--- src/common/ufc_pkg.sv ---
// Shared constants and types of the UART flow and trigger configuration block.
package ufc_pkg;

  // ---------------------------------------------------------------------
  // Register byte addresses on the APB slave.
  // ---------------------------------------------------------------------
  localparam logic [7:0] ADDR_ENH_FEATURE  = 8'h00;
  localparam logic [7:0] ADDR_DIV_LOW      = 8'h04;
  localparam logic [7:0] ADDR_DIV_HIGH     = 8'h08;
  localparam logic [7:0] ADDR_FLOW_THRESH  = 8'h0c;
  localparam logic [7:0] ADDR_TRIG_LEVELS  = 8'h10;
  localparam logic [7:0] ADDR_TX_SPACE     = 8'h14;
  localparam logic [7:0] ADDR_RX_FILL      = 8'h18;
  localparam logic [7:0] ADDR_INT_ENABLE   = 8'h1c;
  localparam logic [7:0] ADDR_FIFO_CTRL    = 8'h20;
  localparam logic [7:0] ADDR_MODEM_CTRL   = 8'h24;
  localparam logic [7:0] ADDR_STOP_CHAR2   = 8'h28;
  localparam logic [7:0] ADDR_EVT_STATUS   = 8'h2c;
  localparam logic [7:0] ADDR_EVT_MASK     = 8'h30;
  localparam logic [7:0] ADDR_INT_IDENT    = 8'h34;

  // ---------------------------------------------------------------------
  // Field positions.
  // ---------------------------------------------------------------------
  localparam int FEA_CTS_EN     = 7;
  localparam int FEA_RTS_EN     = 6;
  localparam int FEA_SPECIAL_EN = 5;
  localparam int FEA_ENH_EN     = 4;
  localparam int IEN_SLEEP      = 4;
  localparam int MDM_THR_ACCESS = 2;
  localparam int MDM_RTS        = 1;
  localparam int IDN_SPECIAL    = 4;
  localparam int IDN_NONE       = 0;
  localparam int FCT_RX_TRIG_LO = 6;
  localparam int FCT_TX_TRIG_LO = 4;
  localparam int NIB_SHIFT      = 2;

  // Bits that only change while enhanced functions are enabled.
  localparam logic [7:0] IEN_PROT_MASK = 8'hf0;
  localparam logic [7:0] FCT_PROT_MASK = 8'h30;
  localparam logic [7:0] MDM_PROT_MASK = 8'he4;

  // Reset value of every control register.
  localparam logic [7:0] REG_RESET = 8'h00;

  // ---------------------------------------------------------------------
  // Event status bits.
  // ---------------------------------------------------------------------
  localparam int EV_SPECIAL = 0;
  localparam int EV_CTS_HLT = 1;
  localparam int EV_RTS_HLT = 2;
  localparam int EV_RX_TRIG = 3;
  localparam int EV_TX_TRIG = 4;
  localparam int EV_NUM     = 5;

  // Fallback trigger levels selected by the FIFO control fields.
  localparam logic [3:0][6:0] FCT_RX_LVL = {7'h3c, 7'h38, 7'h10, 7'h08};
  localparam logic [3:0][6:0] FCT_TX_LVL = {7'h38, 7'h20, 7'h10, 7'h08};

  // One received character from the serial datapath.
  typedef struct packed {
    logic       valid;
    logic [7:0] data;
  } ufc_rxchar_t;

endpackage

--- src/logic/ufc_sync2.sv ---
// Two flip-flop synchroniser for asynchronous pin inputs.
`timescale 1ns/1ps
module ufc_sync2 #(
  parameter int WIDTH = 1
) (
  input  wire logic             clk,    // Sampling clock.
  input  wire logic             rst_b,  // Synchronous reset, active low.
  input  wire logic [WIDTH-1:0] d,      // Asynchronous input.
  output logic      [WIDTH-1:0] q       // Synchronised output.
);

  logic [WIDTH-1:0] meta_q;

  // The first stage feeds only the second stage.
  always_ff @(posedge clk) begin
    if (!rst_b) begin
      meta_q <= '0;
      q      <= '0;
    end else begin
      meta_q <= d;
      q      <= meta_q;
    end
  end

endmodule

--- src/logic/ufc_top.sv ---
// UART flow control, divisor and trigger level configuration with APB access.
//
// What this block does
// - CTS high halts transmitter when enabled.
// - RTS high at halt level, low at resume.
// - Special character match flags identification bit.
// - Enhanced enable gates protected control bits.
// - Low feature nibble selects software flow mode.
// - Divisor is high byte and low byte.
// - Divisor writes ignored while sleep enabled.
// - Threshold nibbles mean levels in fours.
// - Threshold register needs enhanced and access bits.
// - Trigger nibbles: receive high, transmit low.
// - Trigger register needs enhanced and access bits.
// - Zero trigger nibble falls back to FIFO control.
// - Transmit space count reads free spaces.
// - Receive fill count reads stored characters.
// - Modem control protected bits need enhanced enable.
//
// Added by the designer: the register offsets and register access over APB.
`timescale 1ns/1ps
module ufc_top (
  input  wire logic               SYS_CLK,        // System clock, 20 MHz.
  input  wire logic               RST_B,          // Synchronous reset.
  input  wire logic               PSEL,           // APB select.
  input  wire logic               PENABLE,        // APB access phase.
  input  wire logic               PWRITE,         // APB write direction.
  input  wire logic [7:0]         PADDR,          // APB byte address.
  input  wire logic [31:0]        PWDATA,         // APB write data.
  output logic      [31:0]        PRDATA,         // APB read data.
  output logic                    PREADY,         // APB ready.
  output logic                    PSLVERR,        // APB error.
  input  wire logic               CTS_PIN,        // Clear to send pin.
  output logic                    RTS_PIN,        // Request to send pin.
  output logic                    TX_HALT,        // Stop transmitter.
  input  wire ufc_pkg::ufc_rxchar_t RX_CHAR,      // Received character.
  input  wire logic [6:0]         TX_FREE,        // Free TX FIFO spaces.
  input  wire logic [6:0]         RX_FILL,        // Characters in RX FIFO.
  output logic      [15:0]        BAUD_DIVISOR,   // Baud generator divisor.
  output logic      [3:0]         SWFLOW_MODE,    // Software flow select.
  output logic                    SLEEP_EN,       // Sleep mode enable.
  output logic      [6:0]         RX_TRIG_LEVEL,  // Active RX trigger.
  output logic      [6:0]         TX_TRIG_LEVEL,  // Active TX trigger.
  output logic                    RX_TRIG_HIT,    // RX trigger reached.
  output logic                    TX_TRIG_HIT,    // TX trigger reached.
  output logic                    IRQ             // Interrupt, active high.
);

  // ---------------------------------------------------------------------
  // Helper functions.
  // ---------------------------------------------------------------------

  // Turns a level nibble into a character count in steps of four.
  function automatic logic [6:0] nib_level(input logic [3:0] nib);
    nib_level = {1'b0, nib, 2'b00};
  endfunction

  // Applies a write, keeping protected bits when the gate is closed.
  function automatic logic [7:0] prot_merge(
    input logic [7:0] old_v,
    input logic [7:0] new_v,
    input logic [7:0] mask,
    input logic       open_g
  );
    if (open_g) begin
      prot_merge = new_v;
    end else begin
      prot_merge = (old_v & mask) | (new_v & ~mask);
    end
  endfunction

  // ---------------------------------------------------------------------
  // Registers and internal signals.
  // ---------------------------------------------------------------------
  logic [7:0]          fea_q;
  logic [7:0]          dvl_q;
  logic [7:0]          dvh_q;
  logic [7:0]          thr_q;
  logic [7:0]          trg_q;
  logic [7:0]          ien_q;
  logic [7:0]          fct_q;
  logic [7:0]          mdm_q;
  logic [7:0]          stop2_q;
  logic [ufc_pkg::EV_NUM-1:0] st_q;
  logic [ufc_pkg::EV_NUM-1:0] st_d;
  logic [ufc_pkg::EV_NUM-1:0] mask_q;
  logic [ufc_pkg::EV_NUM-1:0] ev;
  logic [31:0]         prdata_q;
  logic [31:0]         rd_val;
  logic                rd_ok;
  logic                wr;
  logic [7:0]          wdat;
  logic                enh;
  logic                thr_open;
  logic                cts_s;
  logic                cts_d_q;
  logic                rts_q;
  logic                halt_q;
  logic                rx_hit_q;
  logic                tx_hit_q;
  logic [6:0]          halt_lvl;
  logic [6:0]          resume_lvl;
  logic [6:0]          rx_lvl;
  logic [6:0]          tx_lvl;

  // ---------------------------------------------------------------------
  // Pin synchronisation.
  // ---------------------------------------------------------------------

  // The clear to send pin is asynchronous and is synchronised first.
  ufc_sync2 #(
    .WIDTH (1)
  ) u_cts_sync (
    .clk   (SYS_CLK),
    .rst_b (RST_B),
    .d     (CTS_PIN),
    .q     (cts_s)
  );

  // ---------------------------------------------------------------------
  // APB decode.
  // ---------------------------------------------------------------------

  // Writes take effect in the access cycle, which always completes.
  assign wr       = PSEL & PENABLE & PWRITE;
  assign wdat     = PWDATA[7:0];
  assign enh      = fea_q[ufc_pkg::FEA_ENH_EN];
  assign thr_open = enh & mdm_q[ufc_pkg::MDM_THR_ACCESS];
  assign PREADY   = PSEL & PENABLE;
  assign PSLVERR  = PSEL & PENABLE & ~rd_ok;
  assign PRDATA   = prdata_q;

  // Read mux; unmapped addresses read zero and flag an error.
  always_comb begin
    rd_val = '0;
    rd_ok  = 1'b1;
    case (PADDR)
      ufc_pkg::ADDR_ENH_FEATURE: rd_val[7:0] = fea_q;
      ufc_pkg::ADDR_DIV_LOW:     rd_val[7:0] = dvl_q;
      ufc_pkg::ADDR_DIV_HIGH:    rd_val[7:0] = dvh_q;
      ufc_pkg::ADDR_FLOW_THRESH: rd_val[7:0] = thr_q;
      ufc_pkg::ADDR_TRIG_LEVELS: rd_val[7:0] = trg_q;
      ufc_pkg::ADDR_TX_SPACE:    rd_val[6:0] = TX_FREE;
      ufc_pkg::ADDR_RX_FILL:     rd_val[6:0] = RX_FILL;
      ufc_pkg::ADDR_INT_ENABLE:  rd_val[7:0] = ien_q;
      ufc_pkg::ADDR_FIFO_CTRL:   rd_val[7:0] = fct_q;
      ufc_pkg::ADDR_MODEM_CTRL:  rd_val[7:0] = mdm_q;
      ufc_pkg::ADDR_STOP_CHAR2:  rd_val[7:0] = stop2_q;
      ufc_pkg::ADDR_EVT_STATUS:  rd_val[ufc_pkg::EV_NUM-1:0] = st_q;
      ufc_pkg::ADDR_EVT_MASK:    rd_val[ufc_pkg::EV_NUM-1:0] = mask_q;
      ufc_pkg::ADDR_INT_IDENT: begin
        rd_val[ufc_pkg::IDN_SPECIAL] = st_q[ufc_pkg::EV_SPECIAL];
        rd_val[ufc_pkg::IDN_NONE]    = ~IRQ;
      end
      default: rd_ok = 1'b0;
    endcase
  end

  // Read data is captured in the setup cycle and held for the access.
  always_ff @(posedge SYS_CLK) begin
    if (!RST_B) begin
      prdata_q <= '0;
    end else if (PSEL & ~PENABLE & ~PWRITE) begin
      prdata_q <= rd_val;
    end
  end

  // ---------------------------------------------------------------------
  // Feature and modem control registers.
  // ---------------------------------------------------------------------

  // Enhanced feature register; all enables clear at reset.
  always_ff @(posedge SYS_CLK) begin
    if (!RST_B) begin
      fea_q <= ufc_pkg::REG_RESET;
    end else if (wr && PADDR == ufc_pkg::ADDR_ENH_FEATURE) begin
      fea_q <= wdat;
    end
  end

  // Interrupt enable register with its protected upper nibble.
  always_ff @(posedge SYS_CLK) begin
    if (!RST_B) begin
      ien_q <= ufc_pkg::REG_RESET;
    end else if (wr && PADDR == ufc_pkg::ADDR_INT_ENABLE) begin
      ien_q <= prot_merge(ien_q, wdat, ufc_pkg::IEN_PROT_MASK, enh);
    end
  end

  // FIFO control register with its protected transmit trigger field.
  always_ff @(posedge SYS_CLK) begin
    if (!RST_B) begin
      fct_q <= ufc_pkg::REG_RESET;
    end else if (wr && PADDR == ufc_pkg::ADDR_FIFO_CTRL) begin
      fct_q <= prot_merge(fct_q, wdat, ufc_pkg::FCT_PROT_MASK, enh);
    end
  end

  // Modem control register; upper bits and the access bit are guarded.
  always_ff @(posedge SYS_CLK) begin
    if (!RST_B) begin
      mdm_q <= ufc_pkg::REG_RESET;
    end else if (wr && PADDR == ufc_pkg::ADDR_MODEM_CTRL) begin
      mdm_q <= prot_merge(mdm_q, wdat, ufc_pkg::MDM_PROT_MASK, enh);
    end
  end

  // Second stop character used for special character detection.
  always_ff @(posedge SYS_CLK) begin
    if (!RST_B) begin
      stop2_q <= ufc_pkg::REG_RESET;
    end else if (wr && PADDR == ufc_pkg::ADDR_STOP_CHAR2) begin
      stop2_q <= wdat;
    end
  end

  // ---------------------------------------------------------------------
  // Divisor, threshold and trigger level registers.
  // ---------------------------------------------------------------------

  // Divisor bytes; writes are dropped once sleep mode is on.
  always_ff @(posedge SYS_CLK) begin
    if (!RST_B) begin
      dvl_q <= ufc_pkg::REG_RESET;
      dvh_q <= ufc_pkg::REG_RESET;
    end else if (wr && !ien_q[ufc_pkg::IEN_SLEEP]) begin
      if (PADDR == ufc_pkg::ADDR_DIV_LOW) begin
        dvl_q <= wdat;
      end
      if (PADDR == ufc_pkg::ADDR_DIV_HIGH) begin
        dvh_q <= wdat;
      end
    end
  end

  // Flow thresholds and trigger levels share the same write gate.
  always_ff @(posedge SYS_CLK) begin
    if (!RST_B) begin
      thr_q <= ufc_pkg::REG_RESET;
      trg_q <= ufc_pkg::REG_RESET;
    end else if (wr && thr_open) begin
      if (PADDR == ufc_pkg::ADDR_FLOW_THRESH) begin
        thr_q <= wdat;
      end
      if (PADDR == ufc_pkg::ADDR_TRIG_LEVELS) begin
        trg_q <= wdat;
      end
    end
  end

  // ---------------------------------------------------------------------
  // Configuration outputs.
  // ---------------------------------------------------------------------

  // Divisor high byte above low byte; low feature nibble picks Xon/Xoff.
  assign BAUD_DIVISOR = {dvh_q, dvl_q};
  assign SWFLOW_MODE  = fea_q[3:0];
  assign SLEEP_EN     = ien_q[ufc_pkg::IEN_SLEEP];

  // Halt level sits in the low nibble, resume in the high nibble.
  assign halt_lvl   = nib_level(thr_q[3:0]);
  assign resume_lvl = nib_level(thr_q[7:4]);

  // A zero trigger nibble falls back to the FIFO control selection.
  always_comb begin
    if (trg_q[7:4] != 4'h0) begin
      rx_lvl = nib_level(trg_q[7:4]);
    end else begin
      rx_lvl = ufc_pkg::FCT_RX_LVL[fct_q[ufc_pkg::FCT_RX_TRIG_LO +: 2]];
    end
    if (trg_q[3:0] != 4'h0) begin
      tx_lvl = nib_level(trg_q[3:0]);
    end else begin
      tx_lvl = ufc_pkg::FCT_TX_LVL[fct_q[ufc_pkg::FCT_TX_TRIG_LO +: 2]];
    end
  end

  assign RX_TRIG_LEVEL = rx_lvl;
  assign TX_TRIG_LEVEL = tx_lvl;

  // Trigger comparisons are registered before use.
  always_ff @(posedge SYS_CLK) begin
    if (!RST_B) begin
      rx_hit_q <= 1'b0;
      tx_hit_q <= 1'b0;
    end else begin
      rx_hit_q <= (RX_FILL >= rx_lvl);
      tx_hit_q <= (TX_FREE >= tx_lvl);
    end
  end

  assign RX_TRIG_HIT = rx_hit_q;
  assign TX_TRIG_HIT = tx_hit_q;

  // ---------------------------------------------------------------------
  // Hardware flow control.
  // ---------------------------------------------------------------------

  // Transmitter halts while the synchronised CTS level is high.
  always_ff @(posedge SYS_CLK) begin
    if (!RST_B) begin
      halt_q  <= 1'b0;
      cts_d_q <= 1'b0;
    end else begin
      halt_q  <= fea_q[ufc_pkg::FEA_CTS_EN] & cts_s;
      cts_d_q <= cts_s;
    end
  end

  assign TX_HALT = halt_q;

  // RTS rises at the halt level and falls at the resume level.
  // Without auto flow control the modem control bit drives the pin.
  always_ff @(posedge SYS_CLK) begin
    if (!RST_B) begin
      rts_q <= 1'b1;
    end else if (fea_q[ufc_pkg::FEA_RTS_EN]) begin
      if (RX_FILL >= halt_lvl) begin
        rts_q <= 1'b1;
      end else if (RX_FILL <= resume_lvl) begin
        rts_q <= 1'b0;
      end
    end else begin
      rts_q <= ~mdm_q[ufc_pkg::MDM_RTS];
    end
  end

  assign RTS_PIN = rts_q;

  // ---------------------------------------------------------------------
  // Events and interrupt.
  // ---------------------------------------------------------------------

  // Event pulses; the matching character is still stored by the datapath.
  always_comb begin
    ev = '0;
    ev[ufc_pkg::EV_SPECIAL] = RX_CHAR.valid & fea_q[ufc_pkg::FEA_SPECIAL_EN]
                              & (RX_CHAR.data == stop2_q);
    ev[ufc_pkg::EV_CTS_HLT] = fea_q[ufc_pkg::FEA_CTS_EN] & cts_s & ~cts_d_q;
    ev[ufc_pkg::EV_RTS_HLT] = fea_q[ufc_pkg::FEA_RTS_EN] & ~rts_q
                              & (RX_FILL >= halt_lvl);
    ev[ufc_pkg::EV_RX_TRIG] = (RX_FILL >= rx_lvl) & ~rx_hit_q;
    ev[ufc_pkg::EV_TX_TRIG] = (TX_FREE >= tx_lvl) & ~tx_hit_q;
  end

  // Sticky status, write one to clear; a new event beats the clear.
  always_comb begin
    st_d = st_q;
    if (wr && PADDR == ufc_pkg::ADDR_EVT_STATUS) begin
      st_d = st_q & ~PWDATA[ufc_pkg::EV_NUM-1:0];
    end
    st_d = st_d | ev;
  end

  always_ff @(posedge SYS_CLK) begin
    if (!RST_B) begin
      st_q <= '0;
    end else begin
      st_q <= st_d;
    end
  end

  // Interrupt mask, one bit per event.
  always_ff @(posedge SYS_CLK) begin
    if (!RST_B) begin
      mask_q <= '0;
    end else if (wr && PADDR == ufc_pkg::ADDR_EVT_MASK) begin
      mask_q <= PWDATA[ufc_pkg::EV_NUM-1:0];
    end
  end

  assign IRQ = |(st_q & mask_q);

endmodule

--- config.mk ---
export PLATFORM = sky130hd
export DESIGN_NAME = ufc_top
export DESIGN_NICKNAME = d
export VERILOG_FILES = /design/src/common/ufc_pkg.sv /design/src/logic/ufc_sync2.sv /design/src/logic/ufc_top.sv
export SDC_FILE = /design/constraint.sdc
export NUM_CORES = 1
export LEC_CHECK = 0
export BUFFER_PORTS_ARGS = -buffer_cell sky130_fd_sc_hd__buf_2
export CORE_UTILIZATION = 35
export DETAILED_ROUTE_END_ITERATION = 16
export GPL_ROUTABILITY_DRIVEN = 0
export HOLD_SLACK_MARGIN = 0.02
export PLACE_DENSITY = 0.52
export SYNTH_ARGS = -nofsm -noshare
export SYNTH_HDL_FRONTEND = slang
export SYNTH_HIERARCHICAL = 1
export SYNTH_SLANG_ARGS = --single-unit
--- constraint.sdc ---
create_clock -name SYS_CLK -period 4.9 [get_ports SYS_CLK]
set_clock_uncertainty 0.2 [all_clocks]
set_input_delay 0.49 -clock SYS_CLK [delete_from_list [all_inputs] [get_ports SYS_CLK]]
set_output_delay 0.49 -clock SYS_CLK [all_outputs]
set_load 0.05 [all_outputs]
==> results.sh <==
export IMPL_cts_buffers=9
export IMPL_viasPerCell=5.300
export IMPL_cts_root_buffer="clkbuf_16"
export IMPL_overflow=0
export IMPL_period_minus_slack_ns=2.863
export IMPL_firstDrtPassIters=6
export IMPL_num_antenna_cells=0
export IMPL_rsz0062_at_grt="no"
export IMPL_utilization=0.3999
export IMPL_finalSetupTns_ns=0
export IMPL_irDropWorstVdd_v=0.0001588
export IMPL_antenna_found_initial=1
export IMPL_io_buffer_count=88
export IMPL_criticalPathCategory="input pin to flop"
export IMPL_synth_seq_cells=97
export IMPL_drive_gt1_frac=0.1954
export IMPL_hold_path_class="input pin to flop"
export IMPL_hold_violations=0
export IMPL_hpwl_um=13650
export IMPL_tightest_slew_ns=1.087
export IMPL_clock_path_buffers=2
export IMPL_post_drt_wl_per_cell_um=20.35
export IMPL_cts_resized=0
export IMPL_cp_end_kind="flop"
export IMPL_fill_cells=1633
export IMPL_synth_async_reset_ratio=0
export IMPL_rows=46
export IMPL_final_max_slew_viol_count=0
export IMPL_crit_arrival_ns=2.91
export IMPL_whs_ns=0.1477
export IMPL_die_x_um=130.0
export IMPL_cts_sinks=97
export IMPL_yosys_warnings=6
export IMPL_htreeDepth=3
export IMPL_setup_violations=0
export IMPL_rrSetupSlack_ns=2.82
export IMPL_drc=0
export IMPL_synth_edf_count=0
export IMPL_clkSlewWorstSetupHoldPaths_ns=0.07
export IMPL_clk_latency_ns=0.35
export IMPL_r2r_start="fct_q[7]"
export IMPL_vias=4807
export IMPL_drt_iter0_drc=420
export IMPL_area_growth_pct=11.17
export IMPL_pin_count=143
export IMPL_post_route_period_util=0.5842
export IMPL_hold_buffers=0
export IMPL_slew_headroom=0.2695
export IMPL_syn_area_mm2=0.005736
export IMPL_postPlaceCellArea_mm2=0.006106
export IMPL_coreArea_mm2=0.01594
export IMPL_outcome="finished, final reports clean"
export IMPL_final_common_cell="dfxtp_1"
export IMPL_worst_path_max_fanout=36
export IMPL_cts_tree="yes"
export IMPL_post_cts_buffers=0
export IMPL_synth_distinct_cells=69
export IMPL_design_area_mm2=0.006376
export IMPL_worstSetupStartpointType="input pin"
export IMPL_synth_ff_type="dfxtp_1"
export IMPL_grt_pass1_wl_um=27760
export IMPL_seq_area_mm2=0.001942
export IMPL_die_h_um=130.0
export IMPL_initial_core_util=0.3598
export IMPL_netlist_instances=632
export IMPL_power_density_mw_per_mm2=263.3
export IMPL_grt_pass1_vias=4502
export IMPL_nets=773
export IMPL_hp_start="CTS_PIN"
export IMPL_cap_violations=0
export IMPL_leakage_nw=2.571
export IMPL_grtUsageTotal=0.2267
export IMPL_grt_max_degree=58
export IMPL_mostFrequentLayoutCells="dfxtp_1 (97), buf_2 (88), mux2i_1 (73)"
export IMPL_wirelength_um=18460
export IMPL_multi_input_area_mm2=0.003337
export IMPL_crit_start="PADDR[2]"
export IMPL_ant_nets=0
export IMPL_max_freq_mhz=349.3
export IMPL_dieArea_mm2=0.01690
export IMPL_worstPathRequired_ns=4.95
export IMPL_seq_area_frac_synth=0.3386
export IMPL_synthesis_area_per_instance_um2=9.075
## routing by layer
layer	vias to the layer above	GRT usage	wire, um
li1	2291	-	-
met1	2306	0.3166	8682
met2	188	0.3451	8203
met3	22	0.05535	1262
met4	0	0.06566	313
met5	-	0	0
## synthesized netlist by cell type, drive strengths merged, types with 4 or more instances
cell	instances	area (um^2)
a21boi	21	157.7
a21oi	11	55.05
a22oi	4	30.03
a2bb2oi	4	35.03
a31oi	5	31.28
and2	5	31.28
buf	48	365.3
clkbuf	29	133.9
dfxtp	97	1942
ha	16	200.2
inv	21	78.83
mux2	5	56.30
mux2i	73	730.7
mux4	6	135.1
nand2	49	183.9
nand3	34	170.2
nand4	7	43.79
nor2	18	72.57
nor2b	70	437.9
nor3	9	67.56
nor4	9	86.33
o211ai	5	37.54
o21ai	16	80.08
o22ai	5	31.28
xor2	7	61.31
## power breakdown
part / switching (mW) / internal [mW]
clock network: 0.305 / 0.365
registers: 0.00519 / 0.794
logic: 0.156 / 0.0536
total: 0.467 / 1.21
## metrics by stage
stage / setup slack [ns] / power [mW] / cells
after global routing: 1.907 / 1.741 / 907
final: 2.037 / 1.679 / 907
after global placement: 1.703 / 1.024 / 893
after floorplan: 1.709 / 0.9865 / 661
after detailed placement: 1.712 / 1.025 / 893
after CTS: 2.081 / 1.687 / 907
## cells by family after synthesis
logic type	synth area share
mux	0.1608
compound gates	0.1289
other cells	0.0006538
simple gates	0.2216
xor+xnor	0.01374
fa+ha+maj	0.03490
buf+inv	0.1008
flops	0.3386
## area by class of cell
class | count | share of cell area
repair buffers | 93 | 0.07496
flip-flops and latches | 97 | 0.3046
clock buffers | 11 | 0.03964
well taps | 216 | 0.04239
inverters | 21 | 0.01236
clock inverters | 3 | 0.002747
multi-input cells | 466 | 0.5234
## path summary, 6_finish.rpt
check / end / cells after the start
setup / recovery: mdm_q[2] / 6
setup reg to reg: st_q[3] / 7
hold reg to reg: u_cts_sync/q / 1
hold / removal: u_cts_sync/meta_q / 2
## critical path: stages
cell and delay (ns):
buf_2 0.59, or4b_2 0.75, nor2_1 0.42, nand3_1 0.34, mux2i_1 0.24, nor2b_1 0.06
Power figures use the tool's default switching activity.
